## config.mk

```make
export PLATFORM = sky130hd
export DESIGN_NAME = cpr_responder
export DESIGN_NICKNAME = d
export VERILOG_FILES = /design/src/pkg/cpr_pkg.sv /design/src/verilog/cpr_responder.sv
export SDC_FILE = /design/constraint.sdc
export NUM_CORES = 1
export LEC_CHECK = 0
export BUFFER_PORTS_ARGS = -buffer_cell sky130_fd_sc_hd__buf_4
export CAP_MARGIN = 10
export CORE_AREA = 10 10 300 302
export DETAILED_ROUTE_END_ITERATION = 12
export DIE_AREA = 0 0 310 312
export HOLD_SLACK_MARGIN = 0.06
export SYNTH_ARGS = -nofsm -noshare
export SYNTH_HDL_FRONTEND = slang
export SYNTH_SLANG_ARGS = --single-unit
export TNS_END_PERCENT = 30
```

## constraint.sdc

```tcl
create_clock -name clk_i -period 5.4 [get_ports clk_i]
set_input_delay 0.54 -clock clk_i [delete_from_list [all_inputs] [get_ports clk_i]]
set_output_delay 0.54 -clock clk_i [all_outputs]
set_load 0.02 [all_outputs]
```

## src/pkg/cpr_pkg.sv

```systemverilog
package cpr_pkg;

  // ------------------------------------------------------------------
  // command and response type codes
  // ------------------------------------------------------------------
  localparam logic [7:0] CPR_CMD_CAP   = 8'h16;
  localparam logic [7:0] CPR_CMD_PARAM = 8'h17;
  localparam logic [7:0] CPR_RSP_FLAG  = 8'h80;

  // ------------------------------------------------------------------
  // filter counts fixed by this channel's hardware
  // ------------------------------------------------------------------
  localparam logic [7:0] CPR_CNT_UC   = 8'h02;
  localparam logic [7:0] CPR_CNT_MC   = 8'h02;
  localparam logic [7:0] CPR_CNT_MIX  = 8'h04;
  localparam logic [7:0] CPR_CNT_VLAN = 8'h04;
  localparam logic [7:0] CPR_MAX_ADDR = 8'h08;
  localparam logic [7:0] CPR_MAX_VLAN = 8'h0F;
  localparam int         CPR_NUM_MAC  = 8;
  localparam int         CPR_NUM_VLAN = 4;

  // ------------------------------------------------------------------
  // byte offsets inside the response packet
  // ------------------------------------------------------------------
  localparam int         CPR_FIRST_BYTE  = 16;
  localparam int         CPR_FIXED_END   = 48;
  localparam int         CPR_TAIL_RAW    = 6 * CPR_NUM_MAC + 2 * CPR_NUM_VLAN;
  localparam int         CPR_TAIL_PAD    = (4 - (CPR_TAIL_RAW % 4)) % 4;
  localparam int         CPR_TAIL_BYTES  = CPR_TAIL_RAW + CPR_TAIL_PAD;
  localparam int         CPR_PARAM_END   = CPR_FIXED_END + CPR_TAIL_BYTES;
  localparam int         CPR_VEC_W       = 8 * (CPR_PARAM_END - CPR_FIRST_BYTE);
  localparam int         CPR_TAIL_W      = 8 * CPR_TAIL_BYTES;
  localparam logic [7:0] CPR_IDX_FIRST   = 8'h10;
  localparam logic [7:0] CPR_IDX_FLAGS0  = 8'h14;
  localparam logic [7:0] CPR_IDX_FLAGS3  = 8'h17;
  localparam logic [7:0] CPR_IDX_BCAST3  = 8'h23;
  localparam logic [7:0] CPR_IDX_VCOUNT  = 8'h28;
  localparam logic [7:0] CPR_IDX_MIXCNT  = 8'h29;
  localparam logic [7:0] CPR_IDX_VMODE   = 8'h2E;
  localparam logic [7:0] CPR_IDX_TAIL    = 8'h30;
  localparam logic [7:0] CPR_IDX_CAP_LST = 8'h2F;
  localparam logic [7:0] CPR_IDX_PAR_LST = 8'(CPR_PARAM_END - 1);

  // ------------------------------------------------------------------
  // state
  // ------------------------------------------------------------------
  typedef enum logic [1:0] {
    CPR_IDLE = 2'b01,
    CPR_SEND = 2'b10
  } cpr_state_e;

  typedef struct packed {
    cpr_state_e state;
    logic       is_param;
    logic [7:0] idx;
    logic [7:0] data;
    logic [7:0] rtype;
    logic       ignored;
  } cpr_state_s;

  localparam logic [7:0] CPR_RST_BYTE = 8'h00;

endpackage

```

## src/verilog/cpr_responder.sv

```systemverilog
`timescale 1ns/1ns
module cpr_responder
  import cpr_pkg::*;
(
  input  wire logic                      clk_i,
  input  wire logic                      rst_b_i,
  // command side
  input  wire logic                      cmd_valid_i,
  input  wire logic [7:0]                cmd_type_i,
  input  wire logic                      cmd_ok_i,
  output logic                           cmd_ready_o,
  output logic                           cmd_ignored_o,
  // response byte stream, from byte 16 to the byte before the checksum
  output logic                           rsp_valid_o,
  output logic [7:0]                     rsp_data_o,
  output logic [7:0]                     rsp_type_o,
  output logic                           rsp_last_o,
  input  wire logic                      rsp_ready_i,
  // capability straps
  input  wire logic                      cap_hw_arb_i,
  input  wire logic                      cap_os_present_i,
  input  wire logic                      cap_fc_to_mgmt_i,
  input  wire logic                      cap_fc_from_mgmt_i,
  input  wire logic                      cap_all_mcast_i,
  input  wire logic [31:0]               cap_bcast_filters_i,
  input  wire logic [31:0]               cap_mcast_filters_i,
  input  wire logic [31:0]               cap_buffer_bytes_i,
  input  wire logic [31:0]               cap_async_event_notice_i,
  input  wire logic                      cap_tagged_plus_untagged_mode_i,
  input  wire logic                      cap_any_tag_plus_untagged_mode_i,
  input  wire logic [7:0]                cap_channel_count_i,
  // current settings held by the command handlers
  input  wire logic [7:0]                set_mac_flags_i,
  input  wire logic [15:0]               set_vlan_flags_i,
  input  wire logic [31:0]               set_link_i,
  input  wire logic [31:0]               set_bcast_i,
  input  wire logic [31:0]               set_config_flags_i,
  input  wire logic [7:0]                set_vlan_mode_i,
  input  wire logic [7:0]                set_flow_ctrl_i,
  input  wire logic [31:0]               set_async_event_notice_i,
  input  wire logic [48*CPR_NUM_MAC-1:0]  set_mac_addr_i,
  input  wire logic [16*CPR_NUM_VLAN-1:0] set_vlan_tag_i
);

  // ------------------------------------------------------------------
  // byte picking
  // ------------------------------------------------------------------

  // both response images are big-endian vectors starting at byte 16
  function automatic logic [7:0] pick_byte(input logic [CPR_VEC_W-1:0] vec, input logic [7:0] idx);
    logic [7:0] ofs;
    ofs = idx - CPR_IDX_FIRST;
    pick_byte = vec[(CPR_VEC_W - 1) - 8 * int'(ofs) -: 8];
  endfunction

  // ------------------------------------------------------------------
  // query decode
  // ------------------------------------------------------------------

  // the type decode is needed both to accept a query and to pick its image
  function automatic logic is_param_code(input logic [7:0] code);
    is_param_code = (code == CPR_CMD_PARAM);
  endfunction

  function automatic logic is_query_code(input logic [7:0] code);
    is_query_code = (code == CPR_CMD_CAP) || is_param_code(code);
  endfunction

  // ------------------------------------------------------------------
  // capability image
  // ------------------------------------------------------------------

  logic [31:0]          cap_flags;
  logic [7:0]           vmode_sup;
  logic [255:0]         cap_img;
  logic [CPR_VEC_W-1:0] cap_vec;

  // reserved flag bits are tied low so stray straps never leak out
  assign cap_flags = {27'h0000000,
                      cap_all_mcast_i,
                      cap_fc_from_mgmt_i,
                      cap_fc_to_mgmt_i,
                      cap_os_present_i,
                      cap_hw_arb_i};

  // tagged-only filtering is mandatory, so its bit is a constant
  assign vmode_sup = {5'h00,
                      cap_any_tag_plus_untagged_mode_i,
                      cap_tagged_plus_untagged_mode_i,
                      1'b1};

  // filter counts are fixed at build time and sit within the limits
  assign cap_img = {16'h0000, 16'h0000,
                    cap_flags,
                    cap_bcast_filters_i,
                    cap_mcast_filters_i,
                    cap_buffer_bytes_i,
                    cap_async_event_notice_i,
                    CPR_CNT_VLAN,
                    CPR_CNT_MIX,
                    CPR_CNT_MC,
                    CPR_CNT_UC,
                    16'h0000,
                    vmode_sup,
                    cap_channel_count_i};

  assign cap_vec = {cap_img, {(CPR_VEC_W - 256){1'b0}}};

  // ------------------------------------------------------------------
  // parameter image
  // ------------------------------------------------------------------

  logic [255:0]          par_img;
  logic [CPR_TAIL_W-1:0] tail;
  logic [CPR_VEC_W-1:0]  par_vec;
  logic [7:0]            mac_flags;
  logic [15:0]           vlan_flags;

  // flags of filters that do not exist read as zero
  assign mac_flags  = set_mac_flags_i & 8'((1 << CPR_NUM_MAC) - 1);
  assign vlan_flags = set_vlan_flags_i & 16'((1 << CPR_NUM_VLAN) - 1);

  // broadcast settings are masked by what the channel implements
  assign par_img = {16'h0000, 16'h0000,
                    8'(CPR_NUM_MAC), 16'h0000, mac_flags,
                    8'(CPR_NUM_VLAN), 8'h00, vlan_flags,
                    set_link_i,
                    set_bcast_i & cap_bcast_filters_i,
                    set_config_flags_i,
                    set_vlan_mode_i, set_flow_ctrl_i, 16'h0000,
                    set_async_event_notice_i};

  // address entries back to back in filter order, unicast first,
  // then multicast, then mixed; tags follow, then pad to a word
  genvar gi;
  generate
    for (gi = 0; gi < CPR_NUM_MAC; gi++) begin : g_mac
      assign tail[(CPR_TAIL_W - 1) - 48 * gi -: 48] = set_mac_addr_i[48 * gi +: 48];
    end
    for (gi = 0; gi < CPR_NUM_VLAN; gi++) begin : g_vlan
      assign tail[(CPR_TAIL_W - 1) - 48 * CPR_NUM_MAC - 16 * gi -: 16] = set_vlan_tag_i[16 * gi +: 16];
    end
    if (CPR_TAIL_PAD > 0) begin : g_pad
      assign tail[8 * CPR_TAIL_PAD - 1:0] = '0;
    end
  endgenerate

  assign par_vec = {par_img, tail};

  // ------------------------------------------------------------------
  // sequencer
  // ------------------------------------------------------------------

  cpr_state_s st_r;
  cpr_state_s st_nxt;
  logic       take;
  logic       good;
  logic       last;

  assign take = cmd_valid_i && cmd_ready_o;
  // only well-formed queries of the two kinds are answered here
  assign good = cmd_ok_i && is_query_code(cmd_type_i);
  // straps and settings are read live rather than copied at the start: this saves
  // a wide snapshot register, but a value that moves mid-answer changes later bytes
  assign last = st_r.is_param ? (st_r.idx == CPR_IDX_PAR_LST) : (st_r.idx == CPR_IDX_CAP_LST);

  // next state: start on a good query, advance one byte per accepted beat
  always_comb begin
    st_nxt         = st_r;
    st_nxt.ignored = 1'b0;
    case (st_r.state)
      CPR_IDLE: begin
        if (take && good) begin
          st_nxt.state    = CPR_SEND;
          st_nxt.is_param = is_param_code(cmd_type_i);
          st_nxt.rtype    = cmd_type_i | CPR_RSP_FLAG;
          st_nxt.idx      = CPR_IDX_FIRST;
        end else if (take) begin
          st_nxt.ignored = 1'b1;
        end
      end
      CPR_SEND: begin
        if (rsp_ready_i && last) begin
          st_nxt.state = CPR_IDLE;
        end else if (rsp_ready_i) begin
          st_nxt.idx = st_r.idx + 8'h01;
        end
      end
      default: begin
        st_nxt.state = CPR_IDLE;
      end
    endcase
    // data register follows the index so the byte is ready with valid
    st_nxt.data = st_nxt.is_param ? pick_byte(par_vec, st_nxt.idx) : pick_byte(cap_vec, st_nxt.idx);
  end

  // single state register
  always_ff @(posedge clk_i) begin
    if (!rst_b_i) begin
      st_r.state    <= CPR_IDLE;
      st_r.is_param <= 1'b0;
      st_r.idx      <= CPR_IDX_FIRST;
      st_r.data     <= CPR_RST_BYTE;
      st_r.rtype    <= CPR_RST_BYTE;
      st_r.ignored  <= 1'b0;
    end else begin
      st_r <= st_nxt;
    end
  end

  // ------------------------------------------------------------------
  // outputs
  // ------------------------------------------------------------------

  // one response at a time; a new query waits until the last byte leaves
  assign cmd_ready_o   = (st_r.state == CPR_IDLE);
  assign cmd_ignored_o = st_r.ignored;
  assign rsp_valid_o   = (st_r.state == CPR_SEND);
  assign rsp_data_o    = st_r.data;
  assign rsp_type_o    = st_r.rtype;
  assign rsp_last_o    = rsp_valid_o && last;
endmodule
```

# Word-level counts from Yosys, hierarchy flattened
# Index checks and enable logic that the tools add are counted.
# totals
regBits,28
input_bits,772
output_inout_bits,20
elab_cells,41
# classes
addsub,3
n_eq_ne,8
shift,2
n_mux,10
n_bitwise,3
reduce_logical,9
# op_table
cell,n
variable part select 711 x 12 -> 8 bit,2
bitwise AND 32 bit,1
two-way mux 8 bit,3
equality test 8 x 5 -> 1 bit (second input constant),2
case mux 8 bit (2 select lines),1
subtractor 10 x 11 -> 12 bit (first input constant),1
two-way mux 11 bit,1
adder 8 x 1 -> 8 bit (second input constant),1
equality test 8 x 6 -> 1 bit (second input constant),1
equality test 8 x 7 -> 1 bit (second input constant),1
subtractor 8 x 5 -> 8 bit (second input constant),1
logical AND 1 bit,5
inequality test 2 x 1 -> 1 bit (second input constant),2
case mux 2 bit (2 select lines),1
AND reduction 2 bit,2
two-way mux 1 bit,3
OR reduction 3 bit,1
equality test 2 x 1 -> 1 bit (second input constant),1
equality test 2 bit (second input constant),1
two-way mux 2 bit,1
NOT 1 bit,2
logical OR 1 bit,1

# Longest topological paths before layout
# Gate-level depths: netlist (run 1).
# depth
depth_word,10
ltp_mapped,20
ltp_nobuf,15

# Worst setup path before layout (run 1)
# Ideal clock, no wire load.
# synth_path
path_kind,input to register
from,in cmd_type_i[6]
to,reg st_r (netlist bit rsp_data_o[3])
setup_ns,0.060
arrival_ns,4.199
required_ns,5.340
slack_ns,1.142
cell_stages,16
n_path_buf,5
path_cell_list,or4b_4 -> o41a_1 -> buf_6 -> nand2_1 -> and3_1 -> clkbuf_2 -> inv_2 -> clkbuf_1 -> buf_1 -> ha_1 -> xor2_1 -> clkbuf_1 -> or4_1 -> a311o_1 -> a221oi_1 -> a41o_1
# synth_lines
item,line,rtl
from (decl),cpr_responder.sv:9,"input wire logic [7:0] cmd_type_i,"
to (signal assigned),cpr_responder.sv:207,st_r <= st_nxt;
to (decl),cpr_responder.sv:154,cpr_state_s st_r;

# Final worst setup path (run 1)
# layout_path
from,reg st_r[26] (netlist name)
to,reg st_r (netlist bit rsp_data_o[7])
# layout_via
elab_chain_cells,9
word_cells_on_any_way,12
classes_between,add/sub (2); eq/ne (2); shift (2); mux (4); reduce/logical (2)
# layout_lines
item,line,rtl
equality test 2 x 1 -> 1 bit,"cpr_responder.sv:171, cpr_responder.sv:216",
logical AND 1 bit,cpr_responder.sv:160,assign take = cmd_valid_i && cmd_ready_o;
logical AND 1 bit,cpr_responder.sv:173,if (take && good) begin
two-way mux 11 bit,cpr_responder.sv:173,
case mux 8 bit (2 select lines),cpr_responder.sv:171,case (st_r.state)
subtractor 8 x 5 -> 8 bit,cpr_responder.sv:52,ofs = idx - CPR_IDX_FIRST;
subtractor 10 x 11 -> 12 bit,cpr_responder.sv:53,pick_byte = vec[(CPR_VEC_W - 1) - 8 * int'(ofs) -: 8];
variable part select 711 x 12 -> 8 bit,cpr_responder.sv:53,
two-way mux 8 bit *,cpr_responder.sv:194,"st_nxt.data = st_nxt.is_param ? pick_byte(par_vec, st_nxt.idx) : pick_byte(cap_vec, st_nxt.idx);"
# Mark *: on every way between the ends. The rest lies on a longest branch, timed or not. The select of a mux whose other input is x is not followed.
# A chain may end at the register's enable or synchronous reset.

==> results.cfg, run 1 <==
[status]
status = finished, final reports clean

[worst_setup_path]
critPathMaxFanout = 38
crit-reg2reg-capture = rsp_data_o[7]
startpoint_type = flip-flop
ff2ff_path_depth = 15
r2r_setup_slack_ns = 0.31
path_class = flip-flop to flip-flop
worst_setup_path_end_kind = flip-flop
r2r-start = st_r[26]
cp.required_ns = 5.60
cp.arrival_ns = 5.28

[global_route]
antenna_found_initial = 32
grt_use_total = 0.199
grt.overflow.total = 0
grt_pass1_vias = 15600
grt_max_degree = 78
grt_pass1_wl_um = 134000

[job]
maxCapViolCount = 0

[drt]
drt-total-wl_um = 103000
drtAntennaViolNets = 0
routedWlPerCell_um = 31.1
route.detailed.drc = 0
vias = 15200
via_per_inst = 4.60
first_pass_iters = 5
drt-initial-drc-count = 1296

[floorplan]
ios = 792
die_w_um = 310
rows = 107
start_util = 0.109
core-area_sq_um = 84300
die_h_um = 312
dieArea_sq_um = 96700

[timing]
max_freq_ghz = 0.197
final.setup_skew_ns = 0.0132
worstMarginPinSlew_ns = 1.41
fin_crit_sh = 0.942
period_minus_slack_ns = 5.09
final_hold_viol_count = 0
maxSlewHeadroom = 0.0576
setup_tns_ns = 0
slew_violations = 0
setup_viol = 0
rsz0062_at_grt = no

[clock_network]
worstSkewPairLatency_ns = 0.29
cts_setup_buffers = 0
cts_buffer_depth = 2
numCtsBuffers = 3
ctsHoldBuffers = 0
cts_sinks = 28
cts_tree = yes
clk_transition_reported_paths_ns = 0.09
htree_levels = 1
cts_resized = 0
root_buffer = clkbuf_16

[synthesis]
yosysMostFrequentCell = nand2_1
yosysTopAreaCell = nand2_1
synth_ff_type = dfxtp_1
async_flop_share = 0
synthCells = 1487
yosys_register_bits = 28
yosysWarnings = 0
syn_nets = 2266
yosys.cell_types.count = 92
ys_seq_area_frac = 0.0611
syn_avg_cell_area_sq_um = 6.17
synth_edf_count = 0
synth_area_leaders = nand2_1 (17%), nand3_1 (10%), mux2i_1 (9.8%)
netlist_area_sq_um = 9170
synth_top_area_share = 0.167
ys_top_cells_by_count = nand2_1 (409), nand3_1 (184), mux2i_1 (90)

[cells_and_area]
multiInputGateArea_sq_um = 7840
drive_gt1_frac = 0.427
fin_util = 0.197
seq_area_sq_um = 561
synthToLayoutAreaGrowth_pct = 81.0
fin_nets = 2984
fill_cells = 9781

[power]
power_density_nw_per_um2 = 65.1
power_w = 0.00108
leakagePower_nw = 7.30
ir_worst_vdd_mv = 0.128

[placed_design]
routabilityCongestion = 0.860
portBuffers = 779
dpl.hpwl_um = 87100

[hold_path]
hold_path_depth = 2
hold_class = flip-flop to flip-flop
min_to = rsp_type_o[0]
hold_path.startpoint = rsp_type_o[0]
==> layout by cell type (no fill, tap or decap), drive strengths merged, types with 30 or more instances in the layout <==
master	Yosys	layout
buf	111	877
nand3	185	185
a31oi	54	54
o21ai	44	44
a211oi	57	57
nor2	41	41
a21oi	51	51
nand2	410	410
and3	56	56
mux2i	90	90
a311oi	30	30
==> state kept, by name, indices dropped and copies added (netlist names) <==
name,flops
rsp_type_o,8
cmd_ignored_o,1
rsp_data_o,8
st_r,11
==> report_power, final <==
| part | internal [W] | total [W] | switching, W | leakage (nW) |
|---|---|---|---|---|
| combinational | 0.000427 | 0.000661 | 0.000234 | 7.03 |
| sequential | 0.000207 | 0.000208 | 0.000000361 | 0.226 |
| clock | 0.000115 | 0.000212 | 0.0000977 | 0.0442 |
==> kinds of logic after synthesis <==
kind of cell	after synthesis	synth area share
AO/OA/AOI/OAI	386	0.313
flip-flops	28	0.0611
AND/OR/NAND/NOR	775	0.386
buffers and inverters	173	0.0943
multiplexers	112	0.129
XOR/XNOR	6	0.00723
adder cells (fa/ha/maj)	7	0.00955
==> worst max path at each step <==
stage / from / cells past startpoint / slack, ns / to
after floorplan: cmd_type_i[6] / 16 / 1.14 / rsp_data_o[3]
after global placement: cmd_type_i[6] / 12 / 0.43 / rsp_data_o[3]
after detailed placement: cmd_type_i[6] / 13 / 0.39 / rsp_data_o[7]
after CTS: st_r[26] / 15 / 0.47 / rsp_data_o[7]
after global routing: st_r[26] / 15 / 0.23 / rsp_data_o[7]
final: st_r[26] / 15 / 0.31 / rsp_data_o[7]
==> routing by layer <==
| metal | global-route usage | share of wire |
|---|---|---|
| met4 | 0.0250 | 0.0082 |
| met1 | 0.258 | 0.44 |
| met3 | 0.0441 | 0.076 |
| met2 | 0.340 | 0.48 |
| met5 | 0 | 0.0015 |
==> final cells by class <==
type                       count  area share
tap                         1090      0.0822
sequential                    28      0.0338
clock buffer                   4     0.00535
timing repair buffer         877       0.403
antenna                        8     0.00121
inverter                       9     0.00204
multi-input combinational   1286       0.472
==> worst max-delay path, cell delays in order, from the launching register on <==
cell and delay [ns]:
dfxtp_1 0.32, inv_1 0.07, ha_1 0.39, nor2b_1 0.57, nand3b_1 0.32, a2bb2oi_4 0.25, nand2_8 0.33, buf_4 0.27
buf_4 0.17, a211oi_1 0.07, a211oi_1 1.12, nor4_1 0.19, nor4b_1 0.34, buf_4 0.19, o311ai_1 0.10, o21ai_0 0.20
==> metrics by stage <==
| stage | hold slack [ns] | setup slack (ns) | area (sq um) | cells |
|---|---|---|---|---|
| 2_1_floorplan | 0.442 | 1.14 | 9170 | 1487 |
| 3_3_place_gp | 0.449 | 0.431 | 16500 | 3290 |
| 3_5_place_dp | 0.455 | 0.387 | 16500 | 3290 |
| 4_1_cts | 0.477 | 0.468 | 16600 | 3294 |
| 5_1_grt | 0.491 | 0.230 | 16600 | 3299 |
| 6_report | 0.474 | 0.314 | 16600 | 3302 |
(Power assumes the default switching activity.)
==> inputs of run 2 (changes only) <==
CELL_PAD_IN_SITES_DETAIL_PLACEMENT = 0   (was not set)
CELL_PAD_IN_SITES_GLOBAL_PLACEMENT = 2   (was not set)
CORE_AREA = 10 10 297 299   (was 10 10 300 302)
DIE_AREA = 0 0 307 309   (was 0 0 310 312)
PLACE_DENSITY_LB_ADDON = 0.1   (was not set)
==> run 2 against run 1 <==
Against the previous run:
- sequential share of layout area barely moved
- core utilization increased by 0.32 points
- sequential cell count did not move
- clock-buffer cell count is the same
- cell area down 1.4%
- via count fell by 2.7%
- sequential power about the same
- critical path depth unchanged
- clock power is 7% lower
- critical endpoint is now rsp_data_o[2]
- largest power group unchanged
- highest routed layer unchanged
==> results.cfg, run 2 (same netlist as run 1, synthesis figures left out) <==
[status]
status = finished, final reports clean

[worst_setup_path]
crit_path_cell_trace = inv_1, ha_1, nor2b_1, nand3b_1, a2bb2oi_4, nand2_8, buf_12, buf_4, mux2i_1, o22ai_1, a2111oi_0, buf_4, nor4_1, nor3_1, o32ai_1
cp.arrival_ns = 4.99
cp.required_ns = 5.55
slowest_delay_ns = 0.59
critPathSlowestCell = nor2b_1
critPathBufInv = 4
critPathTopFamily = simple AND/OR/NAND/NOR gates
worst_setup_path_end_kind = flip-flop
cpMostUsedCell = buf_4
path_class = flip-flop to flip-flop
startpoint_type = flip-flop
critPathMaxFanout = 47

[clock_network]
numCtsBuffers = 3
cts_setup_buffers = 0
cts_buffer_depth = 2
cts_resized = 0
root_buffer = clkbuf_16
cts_sinks = 28
ctsHoldBuffers = 0
clk_transition_reported_paths_ns = 0.08
cts_tree = yes
htree_levels = 1
worstSkewPairLatency_ns = 0.28

[timing]
fin_crit_sh = 0.896
maxSlewHeadroom = 0.319
worstMarginPinSlew_ns = 1.02
setup_ws_ns = 0.562
final.setup_skew_ns = 0.00817
rsz0062_at_grt = no
setup_tns_ns = 0
period_minus_slack_ns = 4.84
fin_hold_ws_ns = 0.471
final_hold_viol_count = 0
max_freq_ghz = 0.207
slew_violations = 0
setup_viol = 0

[cells_and_area]
multiInputGateArea_sq_um = 7840
largest_reg_flops = 11
layout_commonest_cell = buf_4
synthToLayoutAreaGrowth_pct = 78.5
top_register = st_r
fill_cells = 9486
layout_common_cells = buf_4 (829), nand2_1 (407), nand3_1 (184)
seq_area_sq_um = 561
fin_util = 0.200
drive_gt1_frac = 0.417
fin_nets = 2949

[placed_design]
dpl_worst_slack_ns = 0.331
routabilityCongestion = 0.883
portBuffers = 779
dpl.hpwl_um = 89600

[drt]
via_per_inst = 4.55
drt-total-wl_um = 106000
first_pass_iters = 5
drtAntennaViolNets = 0
route.detailed.drc = 0
vias = 14800
drt-initial-drc-count = 1013
routedWlPerCell_um = 32.5

[power]
leakagePower_nw = 7.15
power_w = 0.00105
power_density_nw_per_um2 = 64.0
ir_worst_vdd_mv = 0.0829

[floorplan]
die_w_um = 307
core-area_sq_um = 81800
ios = 792
dieArea_sq_um = 94900
start_util = 0.112
die_h_um = 309
rows = 105

[job]
maxCapViolCount = 0

[hold_path]
hold_class = flip-flop to flip-flop

[global_route]
grt_max_degree = 80
grt_use_total = 0.209
antenna_found_initial = 25
grt.overflow.total = 0
grt_pass1_wl_um = 139000
grt_pass1_vias = 15800
==> run 2: cell count changes in the layout (fill, tap and decap cells not counted), sizes merged <==
cell   previous run  this run
buf             877       842
diode             8        10
==> run 2: final timing paths <==
kind	end	startpoint	depth (start not counted)	slack, ns
worst max register to register	rsp_data_o[2]	st_r[26]	15	0.56
worst max-delay path	rsp_data_o[2]	st_r[26]	15	0.56
worst min-delay path	rsp_type_o[1]	rsp_type_o[1]	1	0.47
worst min register to register	rsp_type_o[1]	rsp_type_o[1]	1	0.47
==> run 2: area by class of cell <==
cell class / count / share of cell area
Antenna cell: 10 / 0.00153
Clock buffer: 4 / 0.00543
Inverter: 9 / 0.00206
Multi-Input combinational cell: 1286 / 0.479
Sequential cell: 28 / 0.0342
Tap cell: 1070 / 0.0818
Timing Repair Buffer: 842 / 0.396
==> run 2: routing by layer <==
layer	routed length, um	GRT usage	vias to the layer above
li1	-	-	6914
met1	41900	0.244	7258
met2	56800	0.399	532
met3	5990	0.0437	50
met4	781	0.0185	22
met5	149	0	-
==> run 2: power by group <==
part,internal [W],total (W),switching [W]
Clock,0.000114,0.000197,0.0000827
Combinational,0.000424,0.000643,0.000219
Sequential,0.000207,0.000208,0.000000561
==> run 2: stage by stage <==
step / cell area, sq um / cells
floorplan: 9170 / 1487
CTS: 16300 / 3239
global route: 16400 / 3246
detailed placement: 16300 / 3235
finish: 16400 / 3249
global placement: 16300 / 3235
